## src/rtl/tape_intake_consts.svh

```systemverilog
// Constants of the tape control unit command intake: command and status word layout, timing.
// Assumes inclusion by the package and by every design file that needs a field position.
// What this block does
// - Bit 4 out, bit 5 in, bit 7 lockout
// - Bits 11-14 are drive instruction lines
// - Bits 15-21 one-hot select drives 1-7
// - Only writes, searches, transfers move data
// - Missing outbound flag: no data, no error
// - Missing inbound flag: no data, no error
// - Accepting a command makes unit Not Available
// - Stay Not Available during exchange and transfer
// - Commands while Not Available are ignored
// - Completion raises status-report interrupt
// - Status word presented with the interrupt
// - Input acknowledge returns unit to Available
// - Terminal lines recorded only without lockout
// - Status bits 0-2 abort, interrupt at once
`ifndef TAPE_INTAKE_CONSTS_SVH
`define TAPE_INTAKE_CONSTS_SVH
`define CMD_OUT_BIT      4
`define CMD_IN_BIT       5
`define CMD_LOCKOUT_BIT  7
`define CMD_INSTR_LSB    11
`define CMD_INSTR_MSB    14
`define CMD_SEL_LSB      15
`define CMD_SEL_MSB      21
`define ST_ABNORMAL      0
`define ST_NOT_READY     1
`define ST_SPECIAL       2
`define ST_DRIVE_ERR     3
`define ST_NO_RESP       4
`define ST_PARITY        5
`define ST_TIMING        6
`define ST_TERM_LSB      11
`define ST_TERM_MSB      14
`define ST_READY_LSB     23
`define ST_READY_MSB     29
`define RESP_TIMEOUT_NS  1000
`define CLK_PERIOD_NS    50
`define RESP_TIMEOUT_CYC ((`RESP_TIMEOUT_NS + `CLK_PERIOD_NS - 1) / `CLK_PERIOD_NS)
`define OP_WRITE         4'h0
`define OP_XFER_TO_CPU   4'h8
`define OP_XFER_TO_DRV   4'hF
`endif

```

## src/rtl/tape_intake_pkg.sv

```systemverilog
// Types of the tape control unit command intake.
// Assumes the constants header sits beside it in rtl/.
`include "tape_intake_consts.svh"
package tape_intake_pkg;
    typedef enum logic [4:0] {
        ST_AVAIL   = 5'h01,
        ST_EXCH    = 5'h02,
        ST_DECIDE  = 5'h04,
        ST_XFER    = 5'h08,
        ST_REPORT  = 5'h10
    } intake_state_t;

    typedef logic [29:0] word_t;

    // Search codes have their two low lines not both 0, with bits 3-2 at 0 or 2.
    function automatic logic needs_out(input logic [3:0] op);
        needs_out = (op == `OP_WRITE) || (op == `OP_XFER_TO_DRV) ||
                    ((op[1:0] != 2'h0) && (op[3:2] == 2'h0 || op[3:2] == 2'h2));
    endfunction
endpackage

```

## src/rtl/status_gather.sv

```systemverilog
// Assembles the status-report word from the drive answers of one control exchange.
// Assumes the answer lines are valid in the cycle that capture_en is high.
`include "tape_intake_consts.svh"
module status_gather
    import tape_intake_pkg::*;
(
    input  wire logic        core_clk,
    input  wire logic        rst,
    input  wire logic        clear_en,
    input  wire logic        capture_en,
    input  wire logic        lockout,
    input  wire logic [6:0]  ready_all,
    input  wire logic        addr_ready,
    input  wire logic        addr_not_ready,
    input  wire logic        addr_error,
    input  wire logic [3:0]  term_wxyz,
    input  wire logic        xfer_parity,
    input  wire logic        xfer_timing,
    output logic      [29:0] status_q
);
    logic [29:0] status_d;
    logic [6:0]  ready_rev;

    always_comb begin
        for (int i = 0; i < 7; i++) begin
            ready_rev[6 - i] = ready_all[i];
        end
        status_d = status_q;
        if (clear_en) begin
            status_d = 30'h0000_0000;
        end
        if (capture_en) begin
            status_d[`ST_READY_MSB:`ST_READY_LSB] = ready_rev;
            status_d[`ST_NOT_READY] = addr_not_ready;
            status_d[`ST_DRIVE_ERR] = addr_error;
            status_d[`ST_NO_RESP]   = ~addr_ready & ~addr_not_ready;
            if (!lockout) begin
                status_d[`ST_TERM_MSB:`ST_TERM_LSB] = term_wxyz;
                status_d[`ST_SPECIAL] = |term_wxyz;
            end
        end
        if (xfer_parity) begin
            status_d[`ST_PARITY] = 1'b1;
        end
        if (xfer_timing) begin
            status_d[`ST_TIMING] = 1'b1;
        end
        status_d[`ST_ABNORMAL] = |status_d[`ST_TIMING:`ST_DRIVE_ERR];
    end

    always_ff @(posedge core_clk) begin
        if (rst) begin
            status_q <= 30'h0000_0000;
        end else begin
            status_q <= status_d;
        end
    end
endmodule

```

## src/rtl/tape_intake.sv

```systemverilog
// Command intake and availability of the tape control unit.
// Assumes the computer channel and drive answer lines are synchronous to core_clk.
`include "tape_intake_consts.svh"
module tape_intake
    import tape_intake_pkg::*;
#(
    parameter int RESP_WAIT = `RESP_TIMEOUT_CYC
)
(
    input  wire logic        core_clk,
    input  wire logic        rst,
    input  wire logic [29:0] cmd_word,
    input  wire logic        cmd_strobe,
    input  wire logic        input_ack,
    input  wire logic [6:0]  drive_ready,
    input  wire logic [6:0]  drive_not_ready,
    input  wire logic        drive_error,
    input  wire logic        drive_demand_out,
    input  wire logic [3:0]  drive_term_wxyz,
    input  wire logic        xfer_done,
    input  wire logic        xfer_parity_err,
    input  wire logic        xfer_timing_err,
    output logic             available_q,
    output logic             test_in_q,
    output logic             demand_clear_q,
    output logic      [6:0]  demand_in_q,
    output logic      [6:0]  drive_sel_q,
    output logic      [3:0]  drive_instr_q,
    output logic             instr_go_q,
    output logic             xfer_out_en_q,
    output logic             xfer_in_en_q,
    output logic             status_irq_q,
    output logic      [29:0] status_word_q
);
    intake_state_t state_q, state_d;
    logic [29:0]   cmd_q, cmd_d;
    logic [7:0]    wait_q, wait_d;
    logic          test_in_d, demand_clear_d, instr_go_d;
    logic          xout_d, xin_d, irq_d, avail_d;
    logic [6:0]    demand_d;
    logic [29:0]   status_q, word_d;
    logic          capture_en, clear_en;
    logic [3:0]    op;
    logic [6:0]    sel;
    logic          addr_ready, addr_nready, answered;

    assign op          = cmd_q[`CMD_INSTR_MSB:`CMD_INSTR_LSB];
    assign sel         = cmd_q[`CMD_SEL_MSB:`CMD_SEL_LSB];
    // A single select bit is trusted; several bits would merge their answers.
    assign addr_ready  = |(drive_ready & sel);
    assign addr_nready = |(drive_not_ready & sel);
    assign answered    = drive_demand_out | (|drive_term_wxyz) | drive_error;
    assign clear_en    = (state_q == ST_AVAIL) && cmd_strobe;
    assign capture_en  = (state_q == ST_EXCH) && (answered || wait_q == 8'h00);

    status_gather u_status (
        .core_clk       (core_clk),
        .rst            (rst),
        .clear_en       (clear_en),
        .capture_en     (capture_en),
        .lockout        (cmd_q[`CMD_LOCKOUT_BIT]),
        .ready_all      (drive_ready),
        .addr_ready     (addr_ready),
        .addr_not_ready (addr_nready),
        .addr_error     (drive_error),
        .term_wxyz      (drive_term_wxyz),
        .xfer_parity    ((state_q == ST_XFER) && xfer_parity_err),
        .xfer_timing    ((state_q == ST_XFER) && xfer_timing_err),
        .status_q       (status_q)
    );

    always_comb begin
        state_d        = state_q;
        cmd_d          = cmd_q;
        wait_d         = wait_q;
        test_in_d      = 1'b0;
        demand_clear_d = 1'b0;
        demand_d       = 7'h00;
        instr_go_d     = 1'b0;
        xout_d         = xfer_out_en_q;
        xin_d          = xfer_in_en_q;
        irq_d          = status_irq_q;
        avail_d        = available_q;
        word_d         = status_word_q;
        unique case (state_q)
            ST_AVAIL: begin
                if (cmd_strobe) begin
                    cmd_d          = cmd_word;
                    avail_d        = 1'b0;
                    test_in_d      = 1'b1;
                    demand_clear_d = 1'b1;
                    demand_d       = cmd_word[`CMD_SEL_MSB:`CMD_SEL_LSB];
                    wait_d         = RESP_WAIT[7:0];
                    state_d        = ST_EXCH;
                end
            end
            ST_EXCH: begin
                // Commands arriving here are dropped; nothing latches cmd_word outside ST_AVAIL.
                wait_d = wait_q - 8'h01;
                if (capture_en) begin
                    state_d = ST_DECIDE;
                end
            end
            ST_DECIDE: begin
                if (|status_q[`ST_SPECIAL:`ST_ABNORMAL]) begin
                    state_d = ST_REPORT;
                end else begin
                    instr_go_d = 1'b1;
                    // Inbound transfer without its flag simply moves nothing and flags no error.
                    // The outbound enable is never left on for a rewind, wind or read.
                    xout_d = cmd_q[`CMD_OUT_BIT] && needs_out(op);
                    xin_d  = cmd_q[`CMD_IN_BIT] && (op == `OP_XFER_TO_CPU);
                    if (xout_d || xin_d) begin
                        state_d = ST_XFER;
                    end else begin
                        state_d = ST_REPORT;
                    end
                end
            end
            ST_XFER: begin
                if (xfer_done) begin
                    xout_d  = 1'b0;
                    xin_d   = 1'b0;
                    state_d = ST_REPORT;
                end
            end
            ST_REPORT: begin
                if (!status_irq_q) begin
                    irq_d  = 1'b1;
                    word_d = status_q;
                end else if (input_ack) begin
                    irq_d   = 1'b0;
                    avail_d = 1'b1;
                    state_d = ST_AVAIL;
                end
            end
        endcase
    end

    always_ff @(posedge core_clk) begin
        if (rst) begin
            state_q        <= ST_AVAIL;
            cmd_q          <= 30'h0000_0000;
            wait_q         <= 8'h00;
            available_q    <= 1'b1;
            test_in_q      <= 1'b0;
            demand_clear_q <= 1'b0;
            demand_in_q    <= 7'h00;
            drive_sel_q    <= 7'h00;
            drive_instr_q  <= 4'h0;
            instr_go_q     <= 1'b0;
            xfer_out_en_q  <= 1'b0;
            xfer_in_en_q   <= 1'b0;
            status_irq_q   <= 1'b0;
            status_word_q  <= 30'h0000_0000;
        end else begin
            state_q        <= state_d;
            cmd_q          <= cmd_d;
            wait_q         <= wait_d;
            available_q    <= avail_d;
            test_in_q      <= test_in_d;
            demand_clear_q <= demand_clear_d;
            demand_in_q    <= demand_d;
            drive_sel_q    <= cmd_d[`CMD_SEL_MSB:`CMD_SEL_LSB];
            drive_instr_q  <= cmd_d[`CMD_INSTR_MSB:`CMD_INSTR_LSB];
            instr_go_q     <= instr_go_d;
            xfer_out_en_q  <= xout_d;
            xfer_in_en_q   <= xin_d;
            status_irq_q   <= irq_d;
            status_word_q  <= word_d;
        end
    end
endmodule

```

## config.mk

```make
export PLATFORM = sky130hd
export DESIGN_NAME = tape_intake
export DESIGN_NICKNAME = d
export VERILOG_FILES = /design/src/rtl/tape_intake_pkg.sv /design/src/rtl/status_gather.sv /design/src/rtl/tape_intake.sv
export VERILOG_INCLUDE_DIRS = /design/src /design/src/rtl
export SDC_FILE = /design/constraint.sdc
export NUM_CORES = 1
export LEC_CHECK = 0
export BUFFER_PORTS_ARGS = -buffer_cell sky130_fd_sc_hd__buf_2
export CAP_MARGIN = 10
export CELL_PAD_IN_SITES_DETAIL_PLACEMENT = 2
export CELL_PAD_IN_SITES_GLOBAL_PLACEMENT = 2
export CORE_ASPECT_RATIO = 0.9
export CORE_UTILIZATION = 25
export CTS_CLUSTER_DIAMETER = 150
export DETAILED_ROUTE_END_ITERATION = 16
export PLACE_DENSITY_LB_ADDON = 0.1
export SLEW_MARGIN = 20
export SYNTH_ARGS = -nofsm -noshare
export SYNTH_HDL_FRONTEND = slang
export SYNTH_SLANG_ARGS = --single-unit
```

## constraint.sdc

```tcl
create_clock -name core_clk -period 2.1 [get_ports core_clk]
set_input_delay 0.315 -clock core_clk [delete_from_list [all_inputs] [get_ports core_clk]]
set_output_delay 0.315 -clock core_clk [all_outputs]
set_load 0.05 [all_outputs]
```

==> impl_summary.md <==
Floorplan
The die outline width is 121 um. The die area is 0.0131 mm^2. For this configuration, the core starts out at a cell density of 25.9%.

The count of boundary I/O pins is 112. The floorplan row count is 38. The core box area is 0.0122 mm^2. From bottom edge to top edge, the die measures 109 um.

Critical path
The gate family responsible for the most delay along the worst path is buffers and inverters. The delay of the slowest cell on the worst path is 0.35 ns. The data arrival time of the critical path is 2.25 ns. Walking the worst path, the cells encountered are inv_2 > ha_4 > nor3b_2 > buf_4 > a2111oi_4 > buf_4 > nand2b_4 > buf_6 > nand3_1 > a21oi_2. The kind of capture point of the worst setup path is a flip-flop. The number of cells on the worst reg-to-reg path is 10.

The terminus of the critical flop-to-flop path is u_status.status_q[25]. The type of the worst setup path is flip-flop to flip-flop. The launch point of the worst reg-to-reg path is wait_q[1].

Together, buffers and inverters on the worst path number 4. Data on the critical path is required at its endpoint by 2.37 ns. The nature of the critical path startpoint is a flip-flop. The slowest stage of the critical path belongs to the cell sky130_fd_sc_hd__dfxtp_2. In this run the register-to-register setup slack is 0.12 ns. The maximum fanout encountered on the critical timing path is 8.

The most prevalent standard cell on the critical path is sky130_fd_sc_hd__buf_4.

Power and ir drop
The maximum vdd drop is 0.493 mV. Dividing total power by cell area gives a power density of 899 mW/mm^2. The leakage component of the power is 1.65 nW.

Run status
The run finished with clean final reports.

Yosys
Of all flip-flops after synthesis, the portion carrying an async set or reset was 0%. The number of unique standard cell types used by synthesis is 45. The largest total area in the synthesized netlist belongs to sky130_fd_sc_hd__dfxtp_1.

The share of the yosys chip area belonging to registers is 48.0%. The cell with the most instances after synthesis is sky130_fd_sc_hd__nand2_1. In the post-synthesis netlist, the biggest area contributors are sky130_fd_sc_hd__dfxtp_1, sky130_fd_sc_hd__nand2_1, sky130_fd_sc_hd__a21oi_1. The top cell type's share of synthesized area is 48.0%. The count of warnings emitted by yosys is 0. Synthesis produced 382 cells. The synthesized netlist occupies a cell area of 0.00317 mm^2. The most used flip-flop cell after synthesis is sky130_fd_sc_hd__dfxtp_1. By count the netlist is led by sky130_fd_sc_hd__nand2_1, sky130_fd_sc_hd__dfxtp_1, sky130_fd_sc_hd__a21oi_1. The synthesized area per cell is 8.29 um^2. Synthesis inferred 76 register bits. The number of synthesized flops with an enable pin is 0.

Worst hold path
For hold timing, the worst endpoint is demand_in_q[4]. Along the worst hold path, the cell count comes to 2. The hold path startpoint is cmd_word[19].

The min-delay analysis places its worst path in the category input pin to flip-flop.

CTS
Clock-pin slew was measured on the worst setup and hold paths at 0.06 ns. The insertion delay to the later sink of the worst-skew pair is 0.34 ns. The clock passes through at most 2 buffers. CTS built an H-tree with a depth of 3. The library cell used as clock root buffer is sky130_fd_sc_hd__clkbuf_16. The clock tree from TritonCTS is yes. The CTS sink count is 76. The number of buffers created by CTS is 9.

Place
During placement, the flow inserted port buffers numbering 83. The instance area after placement is 0.00371 mm^2. Once detailed placement completed, the half-perimeter wirelength came to 7290 um. The total instance count after detailed placement is 611.

The global placer's final weighted congestion is 0.738. The worst setup timing slack at the placement stage is -0.143 ns.

Finish
Once layout is complete, the cells apart from fillers number 628. The fraction of layout cells with a size suffix above 1 is 28.8%. Relative to the synthesized area, the layout overhead comes to 28.1%. In the final design database the tool counted 521 nets. 0 antenna diodes ended up in the layout. Fill cells in the final layout number 1,401.

The finished cells cover 0.00406 mm^2.

STA
For the pin with the worst max-slew slack, the measured transition is 0.565 ns. The routed design could run at a clock period as short as 1.98 ns. The number of hold violations in the final report was 0.

The worst path meets setup with 0.125 ns of slack. The fmax is 506 MHz. Measured against its own limit, the worst slew margin works out to 62.3%. Setup repair after global routing left no endpoint under its margin. The final number of max-transition violations is 0.

Setup violations remaining at the end of the flow were counted as 0. After routing, the total negative slack on setup checks comes to 0 ns. The final worst clock skew is 0.00664 ns. Of the available clock period, the critical path in the final layout requires 94.1%.

Drt
The number of remaining DRC errors is 0. The total number of vias is 2,953. Dividing the detail-routed via count by the number of cells gives 4.70. The detailed router finished its first iteration with 116 violations. Once detail routing completed, the nets flagged for antenna violations numbered 0. The total wirelength of the detailed-routed design is 9910 um. The number of iterations in the first detailed-routing pass is 4.

The wire length per cell is 15.8 um.

GRT
The via count of the first global-routing pass is 3,068. The total overflow reported by the global router is 0. The first global-routing pass estimated 16,100 um of wire.

The pin count of the biggest net entering global routing is 34. The number of antenna violations at the first check in global routing is 0. Global routing used 16.1% of the available tracks across all layers.

Flow run
The total of max-cap violations is 0.
-- per-stage QoR --
step | util, % | total power [W] | hold WS [ns]
after floorplan | - | 0.00202 | 0.428
after global placement | 30.4 | 0.00219 | 0.442
after detailed placement | 30.4 | 0.00220 | 0.450
after CTS | 32.7 | 0.00370 | 0.183
after global routing | 33.2 | 0.00383 | 0.196
final | 33.2 | 0.00364 | 0.193
-- worst max path at each step --
stage               depth (start not counted)               start               endpoint  slack [ns]
floorplan                                   7           wait_q[0]   u_status.status_q[2]        0.07
global placement                            7  drive_term_wxyz[1]  u_status.status_q[28]       -0.07
detailed placement                          7  drive_term_wxyz[1]  u_status.status_q[28]       -0.14
CTS                                         9           wait_q[1]  u_status.status_q[29]       0.007
global route                                9           wait_q[1]   u_status.status_q[0]       0.007
finish                                     10           wait_q[1]  u_status.status_q[25]        0.12
-- per-layer routing --
metal,GRT usage [%],wire length [um],vias to the layer above
li1,-,-,1447
met1,20.3,4630,1437
met2,27.0,4730,63
met3,4.34,441,6
met4,4.76,109,0
met5,0,0,-
-- sequential cells by signal, indices dropped and copies added (netlist names) --
register / count
status_word_q: 18
drive_instr_q: 3
state_q: 5
xfer_out_en_q: 1
demand_in_q: 7
wait_q: 8
cmd_q: 4
drive_sel_q: 7
xfer_in_en_q: 1
available_q: 1
status_irq_q: 1
demand_clear_q: 1
instr_go_q: 1
u_status.status_q: 18
-- power breakdown --
part	internal, W	switching, W
Combinational	0.000209	0.000392
Clock	0.000806	0.000652
Sequential	0.00151	0.0000724
-- layout by cell type, fill, tap and decap left out, types with 3 or more instances in the layout --
| cell type | n |
|---|---|
| sky130_fd_sc_hd__a21oi_1 | 56 |
| sky130_fd_sc_hd__a22oi_1 | 6 |
| sky130_fd_sc_hd__a31oi_1 | 3 |
| sky130_fd_sc_hd__and2_1 | 10 |
| sky130_fd_sc_hd__and3b_1 | 3 |
| sky130_fd_sc_hd__buf_2 | 83 |
| sky130_fd_sc_hd__buf_4 | 16 |
| sky130_fd_sc_hd__clkbuf_16 | 9 |
| sky130_fd_sc_hd__conb_1 | 12 |
| sky130_fd_sc_hd__dfxtp_1 | 74 |
| sky130_fd_sc_hd__nand2_1 | 88 |
| sky130_fd_sc_hd__nand2b_1 | 3 |
| sky130_fd_sc_hd__nand3_1 | 13 |
| sky130_fd_sc_hd__nand3b_1 | 6 |
| sky130_fd_sc_hd__nor2_1 | 19 |
| sky130_fd_sc_hd__nor3_1 | 6 |
| sky130_fd_sc_hd__nor4_1 | 6 |
| sky130_fd_sc_hd__o21ai_0 | 3 |
| sky130_fd_sc_hd__or3_1 | 5 |
-- timing repair --
item	CTS	global route
hold buffers	0	0
setup endpoints to repair	7	17
pin swaps	0	7
buffers inserted	0	1
gates resized for setup	2	12
-- layout make-up --
cell class	instances	area, um^2	area share, %
clock inverters	7	51.3	1.27
flip-flops and latches	76	1520	37.6
clock buffers	9	225	5.55
well taps	160	200	4.94
repair buffers	101	567	14.0
inverters	3	11.3	0.278
multi-input cells	272	1480	36.4
-- cell families (layout without fill, tap and decap cells) --
logic type	after synthesis	after routing	synth area share, %
DFF	76	76	48.0
and+or+nand+nor	171	171	25.6
buffers and inverters	45	120	8.30
other	1	12	0.118
xor gates and xnor gates	1	1	0.277
adders and majority gates	1	1	0.395
muxes	1	1	0.356
AOI/OAI and AO/OA	86	86	16.9
-- worst reg2reg max path: cells and delay by family, from the launching register on --
family                   cells  cell delay [ns]
AO/OA/AOI/OAI                2             0.46
flip-flops                   1             0.35
adder cells (fa/ha/maj)      1             0.16
buffers and inverters        4             0.53
AND/OR/NAND/NOR              3             0.40
Power figures use the tool's default switching activity.
